===== src/wai_pkg.sv =====
package wai_pkg;
    // register offsets on the serial slave register port
    localparam logic [7:0] FLAG_ADDR = 8'h02;
    localparam logic [7:0] QUALITY_ADDR = 8'h04;
    localparam logic [7:0] LOST_ADDR = 8'h05;
    localparam logic [7:0] WARN_ADDR = 8'h37;
    localparam logic [7:0] ERROR_ADDR = 8'h38;
    localparam logic [7:0] SETUP_ADDR = 8'h53;

    // bit positions shared by the flag and setup registers
    localparam int POLARITY_BIT = 7;
    localparam int BROKEN_BIT = 6;
    localparam int POOR_BIT = 5;
    localparam int DONE_BIT = 4;
    localparam int PIN_BIT = 3;
    localparam int LOSS_BIT = 2;
    localparam int WAKE_BIT = 1;

    // implemented bits; bit 0 of both and bit 7 of the flags stay zero
    localparam logic [7:0] FLAG_MASK = 8'h7e;
    localparam logic [7:0] SETUP_MASK = 8'hfe;
    localparam logic [7:0] REG_RESET = 8'h00;
    localparam logic [7:0] ZERO_BYTE = 8'h00;

    // link monitoring windows, in frames, and count ceiling
    localparam int QUALITY_FRAMES = 14;
    localparam int LOSS_FRAMES = 32;
    localparam logic [7:0] COUNT_MAX = 8'hff;
endpackage


===== src/wai_loss_window.sv =====
`timescale 1ns/10ps
// counts lost packets over back-to-back windows of FRAMES frames
module wai_loss_window #(
    parameter int FRAMES = 14
) (
    input wire logic clock,
    input wire logic rst,
    input wire logic ce,
    input wire logic frame_tick,
    input wire logic packet_lost,
    output logic [7:0] count_reg,
    output logic update_reg
);
    localparam int FW = $clog2(FRAMES + 1);
    localparam logic [FW-1:0] LAST_FRAME = FW'(FRAMES - 1);

    logic [FW-1:0] frame_reg;
    logic [FW-1:0] frame_next;
    logic [7:0] acc_reg;
    logic [7:0] acc_next;
    logic [7:0] count_next;
    logic update_next;

    // a loss in the closing frame still belongs to the closing window
    always_comb begin
        logic [7:0] acc_now;
        acc_now = acc_reg;
        if (packet_lost && acc_reg != wai_pkg::COUNT_MAX) begin
            acc_now = acc_reg + 8'h01;
        end
        frame_next = frame_reg;
        acc_next = acc_now;
        count_next = count_reg;
        update_next = 1'b0;
        if (frame_tick) begin
            if (frame_reg == LAST_FRAME) begin
                frame_next = '0;
                acc_next = wai_pkg::ZERO_BYTE;
                count_next = acc_now;
                update_next = 1'b1;
            end else begin
                frame_next = frame_reg + FW'(1);
            end
        end
    end

    always_ff @(posedge clock or posedge rst) begin
        if (rst) begin
            frame_reg <= '0;
            acc_reg <= wai_pkg::ZERO_BYTE;
            count_reg <= wai_pkg::ZERO_BYTE;
            update_reg <= 1'b0;
        end else if (ce) begin
            frame_reg <= frame_next;
            acc_reg <= acc_next;
            count_reg <= count_next;
            update_reg <= update_next;
        end
    end
endmodule


===== src/wai_irq_unit.sv =====
`timescale 1ns/10ps
// Notes on behaviour
// - setup bit 7 one gives an active-high pin, zero active-low.
// - a raised interrupt holds the pin until its flag is written one.
// - writing 7f to the flag register clears every flag.
// - reading the flag register returns it, then clears flags and pin.
// - flag 6 marks a broken link, gated by enable bit 6.
// - flag 5 sets when quality count <= warning threshold; enable 5.
// - flag 4 sets when any remote command or commit completes; enable 4.
// - flag 3 marks remote pin change, or receiver port low nibble change when a slave interface is present.
// - pin change follows far input pins or receiver output pins by role.
// - flag 2 sets when lost count >= error threshold; enable 2.
// - flag 1 marks wakeup from power down; enable 1.
// - outside wakeup mode, only enabled flags may make the pin active.
// - pin always driven as transmitter; receiver needs a slave interface.
// - flags and setup are local; events drive only this pin.
// - wakeup enable suppresses every other source on the pin.
// - with wakeup enabled the pin shows the power state.
// - poor quality and transfer done exist only as transmitter.
// - quality count is 255 minus losses in the last 14-frame window.
// - lost count is packets lost in the last 32-frame window.
module wai_irq_unit #(
    parameter int QUALITY_FRAMES = wai_pkg::QUALITY_FRAMES,
    parameter int LOSS_FRAMES = wai_pkg::LOSS_FRAMES
) (
    input wire logic clock,
    input wire logic rst,
    input wire logic ce,
    input wire logic [7:0] reg_addr,
    input wire logic [7:0] reg_wdata,
    input wire logic reg_wr,
    input wire logic reg_rd,
    output logic [7:0] reg_rdata,
    output logic reg_rvalid,
    input wire logic transmitter_role_pin,
    input wire logic slave_if_pin,
    input wire logic powered_up_pin,
    input wire logic link_broken,
    input wire logic frame_tick,
    input wire logic packet_lost,
    input wire logic packet_lost_final,
    input wire logic remote_execute_done,
    input wire logic transmitter_commit_done,
    input wire logic link_commit_done,
    input wire logic receiver_commit_done,
    input wire logic [3:0] remote_input_pins,
    input wire logic [3:0] receiver_port_value,
    input wire logic wakeup_event,
    output logic irq_out,
    output logic irq_oe
);
    // pin synchronisers
    logic [2:0] pins_meta_reg;
    logic [2:0] pins_sync_reg;
    logic tx_role;
    logic slave_if;
    logic powered_up;

    // register state
    logic [7:0] flags_reg;
    logic [7:0] flags_next;
    logic [7:0] setup_reg;
    logic [7:0] setup_next;
    logic [7:0] warn_reg;
    logic [7:0] warn_next;
    logic [7:0] error_reg;
    logic [7:0] error_next;
    logic [3:0] watch_reg;
    logic [3:0] watch_next;
    logic [7:0] rdata_reg;
    logic [7:0] rdata_next;
    logic rvalid_reg;
    logic rvalid_next;
    logic active_reg;
    logic active_next;
    logic out_reg;
    logic out_next;
    logic oe_reg;
    logic oe_next;

    // event terms
    logic [7:0] set_bits;
    logic [7:0] clr_bits;
    logic [3:0] watched;
    logic [7:0] quality_loss;
    logic [7:0] lost_count;
    logic [7:0] quality_count;
    logic quality_update;
    logic lost_update;
    logic flag_wr;
    logic flag_rd;

    assign tx_role = pins_sync_reg[0];
    assign slave_if = pins_sync_reg[1];
    assign powered_up = pins_sync_reg[2];
    assign reg_rdata = rdata_reg;
    assign reg_rvalid = rvalid_reg;
    assign irq_out = out_reg;
    assign irq_oe = oe_reg;

    // role and power straps come from pins, two stages before use
    always_ff @(posedge clock or posedge rst) begin
        if (rst) begin
            pins_meta_reg <= 3'h0;
            pins_sync_reg <= 3'h0;
        end else if (ce) begin
            pins_meta_reg <= {powered_up_pin, slave_if_pin,
                transmitter_role_pin};
            pins_sync_reg <= pins_meta_reg;
        end
    end

    // window counters: every lost packet for quality, final losses for errors
    wai_loss_window #(
        .FRAMES(QUALITY_FRAMES)
    ) u_quality_window (
        .clock(clock),
        .rst(rst),
        .ce(ce),
        .frame_tick(frame_tick),
        .packet_lost(packet_lost),
        .count_reg(quality_loss),
        .update_reg(quality_update)
    );

    wai_loss_window #(
        .FRAMES(LOSS_FRAMES)
    ) u_lost_window (
        .clock(clock),
        .rst(rst),
        .ce(ce),
        .frame_tick(frame_tick),
        .packet_lost(packet_lost_final),
        .count_reg(lost_count),
        .update_reg(lost_update)
    );

    // 255 means a clean window
    assign quality_count = wai_pkg::COUNT_MAX - quality_loss;
    assign flag_wr = reg_wr && reg_addr == wai_pkg::FLAG_ADDR;
    assign flag_rd = reg_rd && reg_addr == wai_pkg::FLAG_ADDR;
    // source of the pin-change flag depends on role
    assign watched = tx_role ? remote_input_pins : receiver_port_value;

    // hardware set terms; quality and commit sources exist only as tx
    always_comb begin
        set_bits = wai_pkg::ZERO_BYTE;
        set_bits[wai_pkg::BROKEN_BIT] = link_broken;
        set_bits[wai_pkg::POOR_BIT] = tx_role && quality_update
            && quality_count <= warn_reg;
        set_bits[wai_pkg::DONE_BIT] = tx_role && (remote_execute_done
            || transmitter_commit_done || link_commit_done
            || receiver_commit_done);
        set_bits[wai_pkg::PIN_BIT] = (tx_role || slave_if)
            && watched != watch_reg;
        set_bits[wai_pkg::LOSS_BIT] = lost_update
            && lost_count >= error_reg;
        set_bits[wai_pkg::WAKE_BIT] = wakeup_event;
    end

    // clear terms: write-one per bit, or a read empties all
    always_comb begin
        clr_bits = wai_pkg::ZERO_BYTE;
        if (flag_wr) begin
            clr_bits = reg_wdata;
        end
        if (flag_rd) begin
            clr_bits = wai_pkg::FLAG_MASK;
        end
    end

    // register writes; set beats clear so no event is lost
    always_comb begin
        flags_next = ((flags_reg & ~clr_bits) | set_bits)
            & wai_pkg::FLAG_MASK;
        setup_next = setup_reg;
        warn_next = warn_reg;
        error_next = error_reg;
        watch_next = watched;
        if (reg_wr) begin
            case (reg_addr)
                wai_pkg::SETUP_ADDR: begin
                    setup_next = reg_wdata & wai_pkg::SETUP_MASK;
                end
                wai_pkg::WARN_ADDR: begin
                    warn_next = reg_wdata;
                end
                wai_pkg::ERROR_ADDR: begin
                    error_next = reg_wdata;
                end
                default: begin
                    setup_next = setup_reg;
                end
            endcase
        end
    end

    // read port; data shows the flags as they were before the clear
    always_comb begin
        rvalid_next = reg_rd;
        rdata_next = wai_pkg::ZERO_BYTE;
        if (reg_rd) begin
            case (reg_addr)
                wai_pkg::FLAG_ADDR: rdata_next = flags_reg;
                wai_pkg::QUALITY_ADDR: rdata_next = quality_count;
                wai_pkg::LOST_ADDR: rdata_next = lost_count;
                wai_pkg::WARN_ADDR: rdata_next = warn_reg;
                wai_pkg::ERROR_ADDR: rdata_next = error_reg;
                wai_pkg::SETUP_ADDR: rdata_next = setup_reg;
                default: rdata_next = wai_pkg::ZERO_BYTE;
            endcase
        end
    end

    // pin drive from local state only; wakeup mode mirrors power
    always_comb begin
        if (setup_reg[wai_pkg::WAKE_BIT]) begin
            active_next = powered_up;
        end else begin
            active_next = |(flags_next & setup_reg
                & wai_pkg::FLAG_MASK);
        end
        out_next = active_next
            ~^ setup_reg[wai_pkg::POLARITY_BIT];
        oe_next = tx_role || slave_if;
    end

    // inactive level at reset is high, since polarity resets to low
    always_ff @(posedge clock or posedge rst) begin
        if (rst) begin
            flags_reg <= wai_pkg::REG_RESET;
            setup_reg <= wai_pkg::REG_RESET;
            warn_reg <= wai_pkg::REG_RESET;
            error_reg <= wai_pkg::REG_RESET;
            watch_reg <= 4'h0;
            rdata_reg <= wai_pkg::ZERO_BYTE;
            rvalid_reg <= 1'b0;
            active_reg <= 1'b0;
            out_reg <= 1'b1;
            oe_reg <= 1'b0;
        end else if (ce) begin
            flags_reg <= flags_next;
            setup_reg <= setup_next;
            warn_reg <= warn_next;
            error_reg <= error_next;
            watch_reg <= watch_next;
            rdata_reg <= rdata_next;
            rvalid_reg <= rvalid_next;
            active_reg <= active_next;
            out_reg <= out_next;
            oe_reg <= oe_next;
        end
    end

    a_irq_polarity: assert property (
        @(posedge clock) disable iff (rst)
        ce |=> out_reg == (active_reg ~^ setup_reg[wai_pkg::POLARITY_BIT])
            || $past(reg_wr))
        else $error("irq level does not match polarity");

    a_flag_holds: assert property (
        @(posedge clock) disable iff (rst)
        ce && !flag_wr && !flag_rd |=> (flags_reg & $past(flags_reg))
            == $past(flags_reg))
        else $error("flag dropped without a clear");

    a_clear_all: assert property (
        @(posedge clock) disable iff (rst)
        ce && flag_wr && reg_wdata == 8'h7f && set_bits == 8'h00
        |=> flags_reg == 8'h00)
        else $error("write of 7f left a flag set");

    a_read_clears: assert property (
        @(posedge clock) disable iff (rst)
        ce && flag_rd && set_bits == 8'h00 |=> reg_rvalid
            && reg_rdata == $past(flags_reg) && flags_reg == 8'h00)
        else $error("flag read did not return and clear");

    a_broken_sets: assert property (
        @(posedge clock) disable iff (rst)
        ce && link_broken |=> flags_reg[wai_pkg::BROKEN_BIT])
        else $error("link broken event not flagged");

    a_done_sets: assert property (
        @(posedge clock) disable iff (rst)
        ce && tx_role && link_commit_done |=> flags_reg[wai_pkg::DONE_BIT])
        else $error("transfer done not flagged");

    a_rx_no_poor: assert property (
        @(posedge clock) disable iff (rst)
        ce && !tx_role && !flags_reg[wai_pkg::POOR_BIT]
        |=> !flags_reg[wai_pkg::POOR_BIT])
        else $error("poor quality flagged in receiver role");

    a_enable_gate: assert property (
        @(posedge clock) disable iff (rst)
        ce && !setup_reg[wai_pkg::WAKE_BIT] && $stable(setup_reg)
        && (flags_reg & setup_reg & wai_pkg::FLAG_MASK) == 8'h00
        && set_bits == 8'h00 |=> !active_reg)
        else $error("irq active with no enabled flag");

    a_wake_power: assert property (
        @(posedge clock) disable iff (rst)
        ce && setup_reg[wai_pkg::WAKE_BIT] |=> active_reg == $past(powered_up))
        else $error("wakeup mode does not mirror power state");

    a_pin_present: assert property (
        @(posedge clock) disable iff (rst)
        ce |=> irq_oe == $past(tx_role || slave_if))
        else $error("irq enable does not follow role");
endmodule


===== config.mk =====
export PLATFORM = sky130hd
export DESIGN_NAME = wai_irq_unit
export DESIGN_NICKNAME = d
export VERILOG_FILES = /design/src/wai_pkg.sv /design/src/wai_loss_window.sv /design/src/wai_irq_unit.sv
export SDC_FILE = /design/constraint.sdc
export NUM_CORES = 1
export LEC_CHECK = 0
export ABC_CLOCK_PERIOD_IN_PS = 7300
export BUFFER_PORTS_ARGS = -buffer_cell sky130_fd_sc_hd__buf_4
export CORE_ASPECT_RATIO = 0.5
export CORE_MARGIN = 4
export CORE_UTILIZATION = 64
export CTS_BUF_LIST = sky130_fd_sc_hd__clkbuf_16
export DETAILED_ROUTE_END_ITERATION = 7
export PLACE_DENSITY = 0.91
export SLEW_MARGIN = 20
export SYNTH_ARGS = -nofsm -noshare
export SYNTH_HDL_FRONTEND = slang
export SYNTH_SLANG_ARGS = --single-unit

===== constraint.sdc =====
create_clock -name clock -period 7.3 [get_ports clock]
set_input_delay 0.73 -clock clock [delete_from_list [all_inputs] [get_ports clock]]
set_output_delay 0.73 -clock clock [all_outputs]
set_load 0.005 [all_outputs]

---- After elaboration in Yosys (flattened, before gate mapping) ----
Cells that the tools add are included.
operators by class
  add/subtract/negate cells ............... 5
  div/mod/pow operators ................... 0
  reduce and logical (&&, ||, !) cells .... 20
  bitwise operators ....................... 5
  multiplexer cells ....................... 18
  equal/unequal tests ..................... 11
  order comparisons ....................... 2
  shift operators ......................... 0
  multiply operators ...................... 0
operator list
  operator               number
  $mux W8                7
  $pmux W8 S6            1
  $add A8 B1 Y8 const B  2
  $eq A8 B3 Y1 const B   2
  $eq A8 B6 Y1 const B   2
  $ne A8 B8 Y1 const B   2
  $reduce_and A3 Y1      5
  $and A7 B7 Y7          2
  $mux W7                2
  $logic_and A1 B1 Y1    9
  $eq A8 B2 Y1 const B   1
  $eq A8 B7 Y1 const B   1
  $ge A8 B8 Y1           1
  $le A8 B8 Y1           1
  $mux W4                2
  $sub A8 B8 Y8 const A  1
  $not A7 Y7             1
  $or A7 B7 Y7           1
  $add A6 B1 Y6 const B  1
  $eq A6 B5 Y1 const B   1
  $mux W6                1
  $reduce_or A6 Y1       1
  $mux W1                5
  $add A4 B1 Y4 const B  1
  5 further kinds        8
storage, ports and cells
  register bits after elaboration ......... 94
  word-level logic and storage cells ...... 80
  latch bits .............................. 0
  memories ................................ 0
  output and inout port bits .............. 11
  memory bits (read-only) ................. 0
  bits in writable memories ............... 0
  input port bits ......................... 41

---- Longest topological paths before layout ----
Gate-level depths: netlist of run 1.
  depth in word-level cells ............... 11
  depth in mapped cells ................... 9
  mapped depth without buffers ............ 8

---- Modules after synthesis ----
A second synthesis of run 1 with hierarchy kept.
second synthesis, totals
  cell total of the unflattened synthesis .. 536
  area total of the unflattened synthesis .. 5,308.8 um^2
by module, submodules not included
  module                              cells an instance  seq. area each (um^2)  area an instance (um^2)  instances
  wai_irq_unit                        293                1,252.5                2,980.4                  1
  wai_loss_window (u_lost_window)     126                575.6                  1,221.2                  1
  wai_loss_window (u_quality_window)  117                525.5                  1,107.3                  1

---- Least setup slack after synthesis of run 1 ----
No wires, ideal clock.
  path kind ............................... input to register
  start point ............................. input port reg_wr
  end point ............................... register out_reg (netlist: irq_out)
  slack ................................... 5.194 ns
  buffers on the path ..................... 1
  arrival ................................. 2.021 ns
  stages .................................. 7
  required time ........................... 7.215 ns
  library setup time ...................... 0.085 ns
  cells stage by stage .................... buf_2 -> nand2_1 -> o2bb2ai_1 -> a211oi_1 -> o221ai_1 -> a311oi_2 -> mux2_1
between the ends
  cells in the longest elaborated chain, start to end .. 10
RTL lines
  item                  RTL line             text
  from (decl)           wai_irq_unit.sv:31   input wire logic reg_wr,
  $logic_and A1 B1 Y1   wai_irq_unit.sv:140  assign flag_wr = reg_wr && reg_addr == wai_pkg::FLAG_ADDR;
  $mux W7               wai_irq_unit.sv:164  if (flag_wr) begin
  $mux W7               wai_irq_unit.sv:167  if (flag_rd) begin
  $not A7 Y7            wai_irq_unit.sv:174  flags_next = ((flags_reg & ~clr_bits) | set_bits)
  $and A7 B7 Y7         wai_irq_unit.sv:174
  $or A7 B7 Y7          wai_irq_unit.sv:174
  $and A7 B7 Y7         wai_irq_unit.sv:220  active_next = |(flags_next & setup_reg
  $reduce_or A6 Y1      wai_irq_unit.sv:220
  $mux W1               wai_irq_unit.sv:217  if (setup_reg[wai_pkg::WAKE_BIT]) begin
  $xnor A1 B1 Y1        wai_irq_unit.sv:223  out_next = active_next
  to (signal assigned)  wai_irq_unit.sv:250  out_reg <= out_next;
  to (decl)             wai_irq_unit.sv:76   logic out_reg;
No other way between the ends.
A chain may end at the register's enable or synchronous reset.

---- Final worst setup path of run 1 ----
  start point ............................. register u_quality_window.acc_reg[0]
  end point ............................... register u_quality_window.acc_reg[7]
between the ends
  cells in the longest elaborated chain, start to end .. 5
  elaborated cells on any way between the ends .. 6
  classes of those cells .................. 1 x add/sub; 1 x eq/ne; 3 x mux; 1 x reduce/logical
RTL lines
  item                                                   RTL line               text
  from (decl)                                            wai_loss_window.sv:19  logic [7:0] acc_reg;
  from (signal assigned)                                 wai_loss_window.sv:50  acc_reg <= wai_pkg::ZERO_BYTE;
  from (signal assigned)                                 wai_loss_window.sv:55  acc_reg <= acc_next;
  branches (longest 2 deep; another with $add A8 B1 Y8)  n/a
  $mux W8 *                                              wai_loss_window.sv:28  if (packet_lost && acc_reg != wai_pkg::COUNT_MAX) begin
  $mux W8                                                wai_loss_window.sv:36  if (frame_reg == LAST_FRAME) begin
  $mux W8 *                                              wai_loss_window.sv:35  if (frame_tick) begin
Mark *: on every way between the ends.

==> out/results.tsv, run 1 <==
stage	metric	value	unit
layout	ANT cells	0	
drt	Pre-antenna DRT Iters	6	
global_routing	largest net degree at the start of global routing	80	
sta	pins over their slew limit	0	
synth	FFs w/ async S/R, synth	100	%
run	Max-Cap Viols	0	
cts	post-cts repair resize count	0	
synth	Yosys cell types	55	
worst_setup_path	Required @ worst endpoint	7.53	ns
worst_setup_path	reg-to-reg startpoint	u_quality_window.acc_reg[0]$_DFFE_PP0P_	
layout	Final nets	616	
synth	yosys warns	0	
die	Die Y	70.6	µm
drt	Routed WL per cell	17.3	µm
global_routing	gr ovfl total	0	
cts	Clock Path Buffers	2	
global_routing	vias in the first global route	3999	
placement	GPL Wtd Cong	0.915	
cts	CTS Hold Buffers Added	0	
worst_hold_path	Tightest Hold Check Type	input port to asynchronous set/reset pin	
sta	Min Hold Slack	0.306	ns
synth	top cell type's share of synthesized area	46.4	%
worst_setup_path	Crit Path Category	flip-flop to flip-flop	
cts	CTS tree	yes	
power_and_ir_drop	maximum vdd drop	0.122	mV
worst_setup_path	CP Max Fanout	11	
cts	clock latency on the worst-skew pair	0.35	ns
synth	Mapped Area	5020	µm²
cts	Clock transition at path regs	0.06	ns
sta	setup tns final	0	ns
synth	number of synthesized flops with an enable pin	0	
cts	Clock Sinks	94	
worst_setup_path	CP Launch Type	flip-flop	
die	die area	9410	µm²
synth	register bit count reported by yosys	94	
worst_setup_path	critical-path cell list	ha_1 -> and2_1 -> a41oi_1 -> and4_1 -> and3_1 -> o21ai_0 -> a22o_1	
worst_setup_path	CP peak stage delay	0.73	ns
sta	Tmin final	2.62	ns
die	Starting Density	67.3	%
worst_setup_path	Slowest cell on crit path	a41oi_1	
die	Die X	133	µm
sta	Max Fclk	381	MHz
global_routing	initial antenna violation count	0	
power_and_ir_drop	Pleak	2.63	nW
sta	Final period util	36.0	%
status	status	complete, no violations	
drt	vias	4173	
synth	leading area contributor after synthesis	dfrtp_1	
cts	H-tree levels	3	
drt	final wirelength	11600	µm
worst_setup_path	crit end category	flip-flop	
worst_setup_path	Arr. time, crit path	2.86	ns
global_routing	first-pass GRT wire length	19300	µm
drt	Final ANT Viol Nets	0	
sta	RSZ-0062 raised after global routing	no	
sta	Final Hold Vio Count	0	
synth	Synth Instances	515	
drt	starting DRC count in detailed routing	539	
layout	fill cell count	470	
synth	syn avg cell area	9.74	µm²
global_routing	Tot GR Track Use	25.6	%
layout	area grow syn2layout	14.1	%
synth	most frequent cells after synthesis	dfrtp_1 (93), nand2_1 (66), o21ai_0 (40)	
cts	setup bufs post-CTS	0	
layout	share of layout cells above drive strength 1	17.3	%
die	core area	7460	µm²
die	placement row count	22	
worst_setup_path	Crit path max-delay family	compound AO/OA/AOI/OAI gates	
drt	DR vias/cell	6.24	
worst_setup_path	crit path from	u_quality_window.acc_reg[0]$_DFFE_PP0P_	
placement	post-DP HPWL	8230	µm
synth	most frequent cell after synthesis	dfrtp_1	
synth	Synthesized Nets	575	
sta	Worst Tran Pin Value	0.964	ns
synth	ys flop type	dfrtp_1	
drt	DRC	0	
placement	port bufs	51	
sta	Final Skew	0.00537	ns
power_and_ir_drop	pwr dens	240	nW/µm²
cts	CTS Root Cell	clkbuf_16	
synth	synth top area cells	dfrtp_1 (46%), mux2_2 (5.2%), nand2_1 (4.9%)	
die	IO Count	52	
sta	final setup fails	0	
synth	sequential area share after synthesis	46.9	%
worst_setup_path	Bufs and invs on worst path	0	
power_and_ir_drop	Final Power	1.37	mW
sta	relative slew slack	35.7	%
cts	TritonCTS Buffers	9	
[area by class of cell]
type                       instances  area (µm²)  area share [%]
multi-input combinational        366        2440            42.6
timing repair buffer              52         390            6.82
clock buffer                       9         225            3.93
tap                              108         135            2.36
clock inverter                     7        57.6            1.01
inverter                          33         125            2.19
sequential                        94        2350            41.1
[worst reg2reg max path, delay by kind of cell (launching register included)]
kind                     cells  cell delay (ns)
AO/OA/AOI/OAI                3             1.04
AND/OR/NAND/NOR              3             0.78
flip-flops                   1             0.44
adder cells (fa/ha/maj)      1             0.26
[stage by stage]
step | area (µm²) | util (%) | setup slack, ns | instances
2_1_floorplan | 5020 | - | 4.12 | 515
3_3_place_gp | 5440 | 73.0 | 4.69 | 653
3_5_place_dp | 5440 | 73.0 | 4.58 | 653
4_1_cts | 5730 | 76.8 | 4.72 | 669
5_1_grt | 5730 | 76.8 | 4.52 | 669
6_report | 5730 | 76.8 | 4.68 | 669
[layout by cell type (no fill, tap or decap), types with 11 or more instances in the layout]
cell type | netlist | final
a22o_1 | 14 | 14
dfrtp_1 | 93 | 93
buf_4 | 0 | 52
o21ai_0 | 40 | 40
xnor2_1 | 18 | 18
nand2_1 | 66 | 66
mux2_2 | 23 | 23
inv_1 | 32 | 33
a21oi_1 | 27 | 27
ha_1 | 19 | 19
nand3_1 | 11 | 11
nor2_1 | 33 | 33
[cell families after synthesis]
group	count (synthesis)	synth area share, %
AO/OA/AOI/OAI	137	18.1
multiplexers	31	6.86
flip-flops	94	46.9
XOR/XNOR	24	4.19
adder cells (fa/ha/maj)	19	4.74
AND/OR/NAND/NOR	155	14.7
buffers and inverters	55	4.51
[per-layer routing]
metal	part of all wire [%]	global-route usage (%)	vias up
met5	0	0	-
li1	-	-	1922
met1	42	33.7	1977
met2	46	40.8	235
met4	3.1	9.92	0
met3	9.5	7.46	39
[path summary, 6_finish.rpt]
kind	slack (ns)	to	cells after the start
setup / recovery	4.68	u_quality_window.acc_reg[7]$_DFFE_PP0P_	7
hold / removal	0.31	u_lost_window.count_reg[1]$_DFFE_PP0P_	2
setup reg to reg	4.68	u_quality_window.acc_reg[7]$_DFFE_PP0P_	7
hold reg to reg	0.49	u_quality_window.update_reg$_DFFE_PP0P_	1
max in group asynchronous	5.77	warn_reg[6]$_DFFE_PP0P_	3
min in group clock	0.49	u_quality_window.update_reg$_DFFE_PP0P_	1
[where the power goes]
group          switching (mW)  internal [mW]  total [mW]
Combinational           0.134          0.118       0.252
Clock                   0.190          0.260       0.449
Sequential             0.0809          0.591       0.672
No activity file was read; power rests on OpenSTA's default activity.
==> run 2, diff against run 1 <==
--- a/config.mk
+++ b/config.mk
@@ -5,14 +5,15 @@
 export SDC_FILE = /design/constraint.sdc
 export NUM_CORES = 1
 export LEC_CHECK = 0
-export ABC_CLOCK_PERIOD_IN_PS = 7300
+export ABC_AREA = 1
+export ABC_CLOCK_PERIOD_IN_PS = 2500
 export BUFFER_PORTS_ARGS = -buffer_cell sky130_fd_sc_hd__buf_4
 export CORE_ASPECT_RATIO = 0.5
 export CORE_MARGIN = 4
-export CORE_UTILIZATION = 64
+export CORE_UTILIZATION = 59
 export CTS_BUF_LIST = sky130_fd_sc_hd__clkbuf_16
 export DETAILED_ROUTE_END_ITERATION = 7
-export PLACE_DENSITY = 0.91
+export PLACE_DENSITY = 0.85
 export SLEW_MARGIN = 20
 export SYNTH_ARGS = -nofsm -noshare
 export SYNTH_HDL_FRONTEND = slang
==> constraint.sdc (replaced) <==
create_clock -name clock -period 2.5 [get_ports clock]
set_input_delay 0.25 -clock clock [delete_from_list [all_inputs] [get_ports clock]]
set_output_delay 0.25 -clock clock [all_outputs]
set_load 0.005 [all_outputs]
==> run 2 against run 1 <==
Critical path depth up 3; die area up 9.3%; non-clock buffer count up 4; largest cell class is now flip-flops and latches; combinational power rose to 3.5 times the previous value; register-to-register slack worse by 4.1 ns; maximum frequency up 36%; sequential share of layout area down 1.2 points; first-iteration DRC count down 32%; worst hold slack worse by 0.20 ns; sequential power rose to 3.0 times the previous value.
==> out/results.tsv, run 2 <==
stage	metric	value	unit	change
power_and_ir_drop	Internal	2.88	mW	+200%
power_and_ir_drop	Psw	1.36	mW	+240%
worst_setup_path	Crit path max-delay family	simple AND/OR/NAND/NOR gates		
global_routing	first-pass GRT wire length	20800	µm	+8.2%
synth	most frequent cell after synthesis	nand2_1		
worst_setup_path	Bufs and invs on worst path	0		unchanged
layout	Final nets	742		+20%
cts	CTS Hold Buffers Added	1		+1
worst_setup_path	Worst path most repeated cell	nand3_1		
die	placement row count	23		+4.5%
synth	synth top area cells	dfrtp_1 (46%), nand2_1 (13%), inv_1 (6.1%)		
cts	post-cts repair resize count	0		unchanged
layout	most frequent cells in the layout	nand2_1 (171), dfrtp_1 (93), inv_1 (84)		
placement	pre-CTS WS	0.589	ns	-3.99 ns
cts	Clock Path Buffers	2		unchanged
synth	number of synthesized flops with an enable pin	0		unchanged
placement	port bufs	51		unchanged
drt	DRC	0		unchanged
layout	area taken by multi-input logic gates	2320	µm²	-4.9%
cts	TritonCTS Buffers	9		unchanged
worst_setup_path	Arr. time, crit path	2.13	ns	-0.73 ns
synth	Yosys cell types	46		-16%
placement	GPL Wtd Cong	0.982		+7.3%
sta	Tmin final	1.94	ns	-0.688 ns
worst_setup_path	CP peak stage delay	0.43	ns	-0.30 ns
power_and_ir_drop	switch share	32.1	%	+2.6 points
synth	Mapped Area	5100	µm²	+1.6%
synth	ys flop type	dfrtp_1		
cts	Clock transition at path regs	0.07	ns	about the same
sta	final setup fails	0		unchanged
cts	setup bufs post-CTS	0		unchanged
drt	final wirelength	12600	µm	+8.7%
sta	Worst Tran Pin Value	0.695	ns	-0.269 ns
status	status	complete, no violations		
sta	Final period util	77.5	%	+42 points
synth	sequential area share after synthesis	46.2	%	-0.74 points
drt	DR vias/cell	5.63		-9.7%
worst_setup_path	critical-path cell list	ha_1 -> nand3_1 -> nor2_1 -> nand3_1 -> nand2_2 -> nor2_1 -> nand3_1 -> nor3_2 -> xor2_1 -> o22ai_1		
sta	pins over their slew limit	0		unchanged
synth	Synthesized Nets	688		+20%
power_and_ir_drop	Flop pwr share	47.2	%	-1.7 points
sta	RSZ-0062 raised after global routing	no		
layout	fill cell count	630		+34%
synth	leading area contributor after synthesis	dfrtp_1		
synth	most frequent cells after synthesis	nand2_1 (171), dfrtp_1 (93), inv_1 (83)		
sta	setup tns final	0	ns	unchanged
synth	FFs w/ async S/R, synth	100	%	unchanged
synth	Synth Instances	628		+22%
die	core area	8200	µm²	+9.9%
layout	commonest non-fill, non-tap cell in the layout	nand2_1		
cts	clock latency on the worst-skew pair	0.35	ns	about the same
synth	register bit count reported by yosys	94		unchanged
drt	Final ANT Viol Nets	0		unchanged
cts	Clock Sinks	94		unchanged
drt	starting DRC count in detailed routing	369		-32%
layout	share of layout cells above drive strength 1	16.4	%	-0.84 points
sta	Max Fclk	516	MHz	+36%
cts	CTS tree	yes		
worst_setup_path	CP Launch Type	flip-flop		
drt	Pre-antenna DRT Iters	6		unchanged
run	Max-Cap Viols	0		unchanged
sta	Final Skew	0.00751	ns	+0.00214 ns
worst_setup_path	Slowest cell on crit path	dfrtp_1		
power_and_ir_drop	Logic pwr share	20.6	%	+2.3 points
die	IO Count	52		unchanged
worst_setup_path	CP Max Fanout	5		-6
placement	post-DP HPWL	9390	µm	+14%
layout	ANT cells	0		unchanged
sta	relative slew slack	53.3	%	+18 points
drt	vias	4498		+7.8%
layout	area grow syn2layout	15.8	%	
worst_setup_path	Required @ worst endpoint	2.69	ns	-4.84 ns
die	Die X	139	µm	+4.7%
synth	yosys warns	0		unchanged
die	Die Y	73.7	µm	+4.4%
global_routing	vias in the first global route	4380		+9.5%
layout	Register Area	2350	µm²	unchanged
die	die area	10300	µm²	+9.3%
cts	CTS Root Cell	clkbuf_16		
global_routing	largest net degree at the start of global routing	48		-40%
global_routing	gr ovfl total	0		unchanged
global_routing	initial antenna violation count	0		unchanged
power_and_ir_drop	Clock power frac	32.2	%	-0.5 points
die	Starting Density	62.2	%	-5.1 points
worst_setup_path	Crit Path Category	flip-flop to flip-flop		
synth	top cell type's share of synthesized area	45.6	%	-0.73 points
sta	Final Hold Vio Count	0		unchanged
power_and_ir_drop	maximum vdd drop	0.422	mV	+250%
global_routing	Tot GR Track Use	26.0	%	+0.37 points
power_and_ir_drop	pwr dens	717	nW/µm²	+200%
power_and_ir_drop	Pleak	2.95	nW	+12%
synth	syn avg cell area	8.12	µm²	-17%
cts	H-tree levels	3		unchanged
sta	setup slack after layout	0.563	ns	-4.11 ns
worst_setup_path	crit end category	flip-flop		
worst_hold_path	Tightest Hold Check Type	input port to flip-flop		
drt	Routed WL per cell	15.8	µm	-9.0%
## run 2: cell count changes after synthesis, sizes merged, moves of 13 or more
cell   previous run  this run
nand2            66       178
inv              32        93
mux2             24         2
nand3            12        31
xnor2            18         1
o21ai            49        62
## run 2: final cells by class
| type | instances | share of cell area [%] |
|---|---|---|
| sequential | 94 | 39.9 |
| clock buffer | 9 | 3.82 |
| timing repair buffer | 56 | 7.38 |
| inverter | 94 | 6.13 |
| multi-input combinational | 427 | 39.3 |
| tap | 112 | 2.37 |
| clock inverter | 7 | 1.14 |
## run 2: power by group through the flow
stage / clock, mW / combinational [mW] / sequential [mW]
final: 1.36 / 0.872 / 2.00
after global routing: 1.44 / 1.00 / 2.03
after CTS: 1.38 / 0.875 / 1.99
after detailed placement: 0 / 0.860 / 2.02
after global placement: 0 / 0.813 / 2.00
after floorplan: 0 / 0.618 / 1.95
## run 2: tightest hold or removal path, stage by stage
cell     delay (ns)
buf_4          0.07
nand2_1        0.04
nand2_1        0.06
## run 2: final timing paths
| kind | depth (start not counted) | startpoint | slack (ns) | end |
|---|---|---|---|---|
| hold reg to reg | 2 | reg_rdata[1]$_DFFE_PP0P_ | 0.48 | reg_rdata[1]$_DFFE_PP0P_ |
| hold / removal | 3 | powered_up_pin | 0.11 | pins_meta_reg[2]$_DFFE_PP0P_ |
| setup / recovery | 10 | u_lost_window.acc_reg[0]$_DFFE_PP0P_ | 0.56 | u_lost_window.acc_reg[7]$_DFFE_PP0P_ |
| max in group asynchronous | 4 | rst | 1.28 | setup_reg[5]$_DFFE_PP0P_ |
| min in group asynchronous | 3 | rst | 0.52 | watch_reg[0]$_DFFE_PP0P_ |
| setup reg to reg | 10 | u_lost_window.acc_reg[0]$_DFFE_PP0P_ | 0.56 | u_lost_window.acc_reg[7]$_DFFE_PP0P_ |
## run 2: cell families after synthesis
family	Yosys count	share of synthesized area, %
and+or+nand+nor	272	24.2
AOI/OAI and AO/OA	117	13.3
buffers and inverters	107	8.34
DFF	94	46.2
adders and majority gates	19	4.66
xor gates and xnor gates	17	2.92
muxes	2	0.442
## run 2: routing by layer
layer	wire length [µm]	global-route usage (%)	vias to the layer above
li1	-	-	2150
met1	5350	33.4	2151
met2	6110	44.0	178
met3	975	6.70	19
met4	176	8.24	0
met5	0	0	-
## run 2: metrics by stage
| stage | hold WS (ns) | instances | util (%) | area, µm² | total power [mW] |
|---|---|---|---|---|---|
| 2_1_floorplan | 0.367 | 628 | - | 5100 | 2.57 |
| 3_3_place_gp | 0.346 | 782 | 68.3 | 5600 | 2.81 |
| 3_5_place_dp | 0.344 | 782 | 68.3 | 5600 | 2.88 |
| 4_1_cts | 0.106 | 799 | 72.0 | 5900 | 4.25 |
| 5_1_grt | 0.120 | 799 | 72.0 | 5900 | 4.47 |
| 6_report | 0.109 | 799 | 72.0 | 5900 | 4.23 |
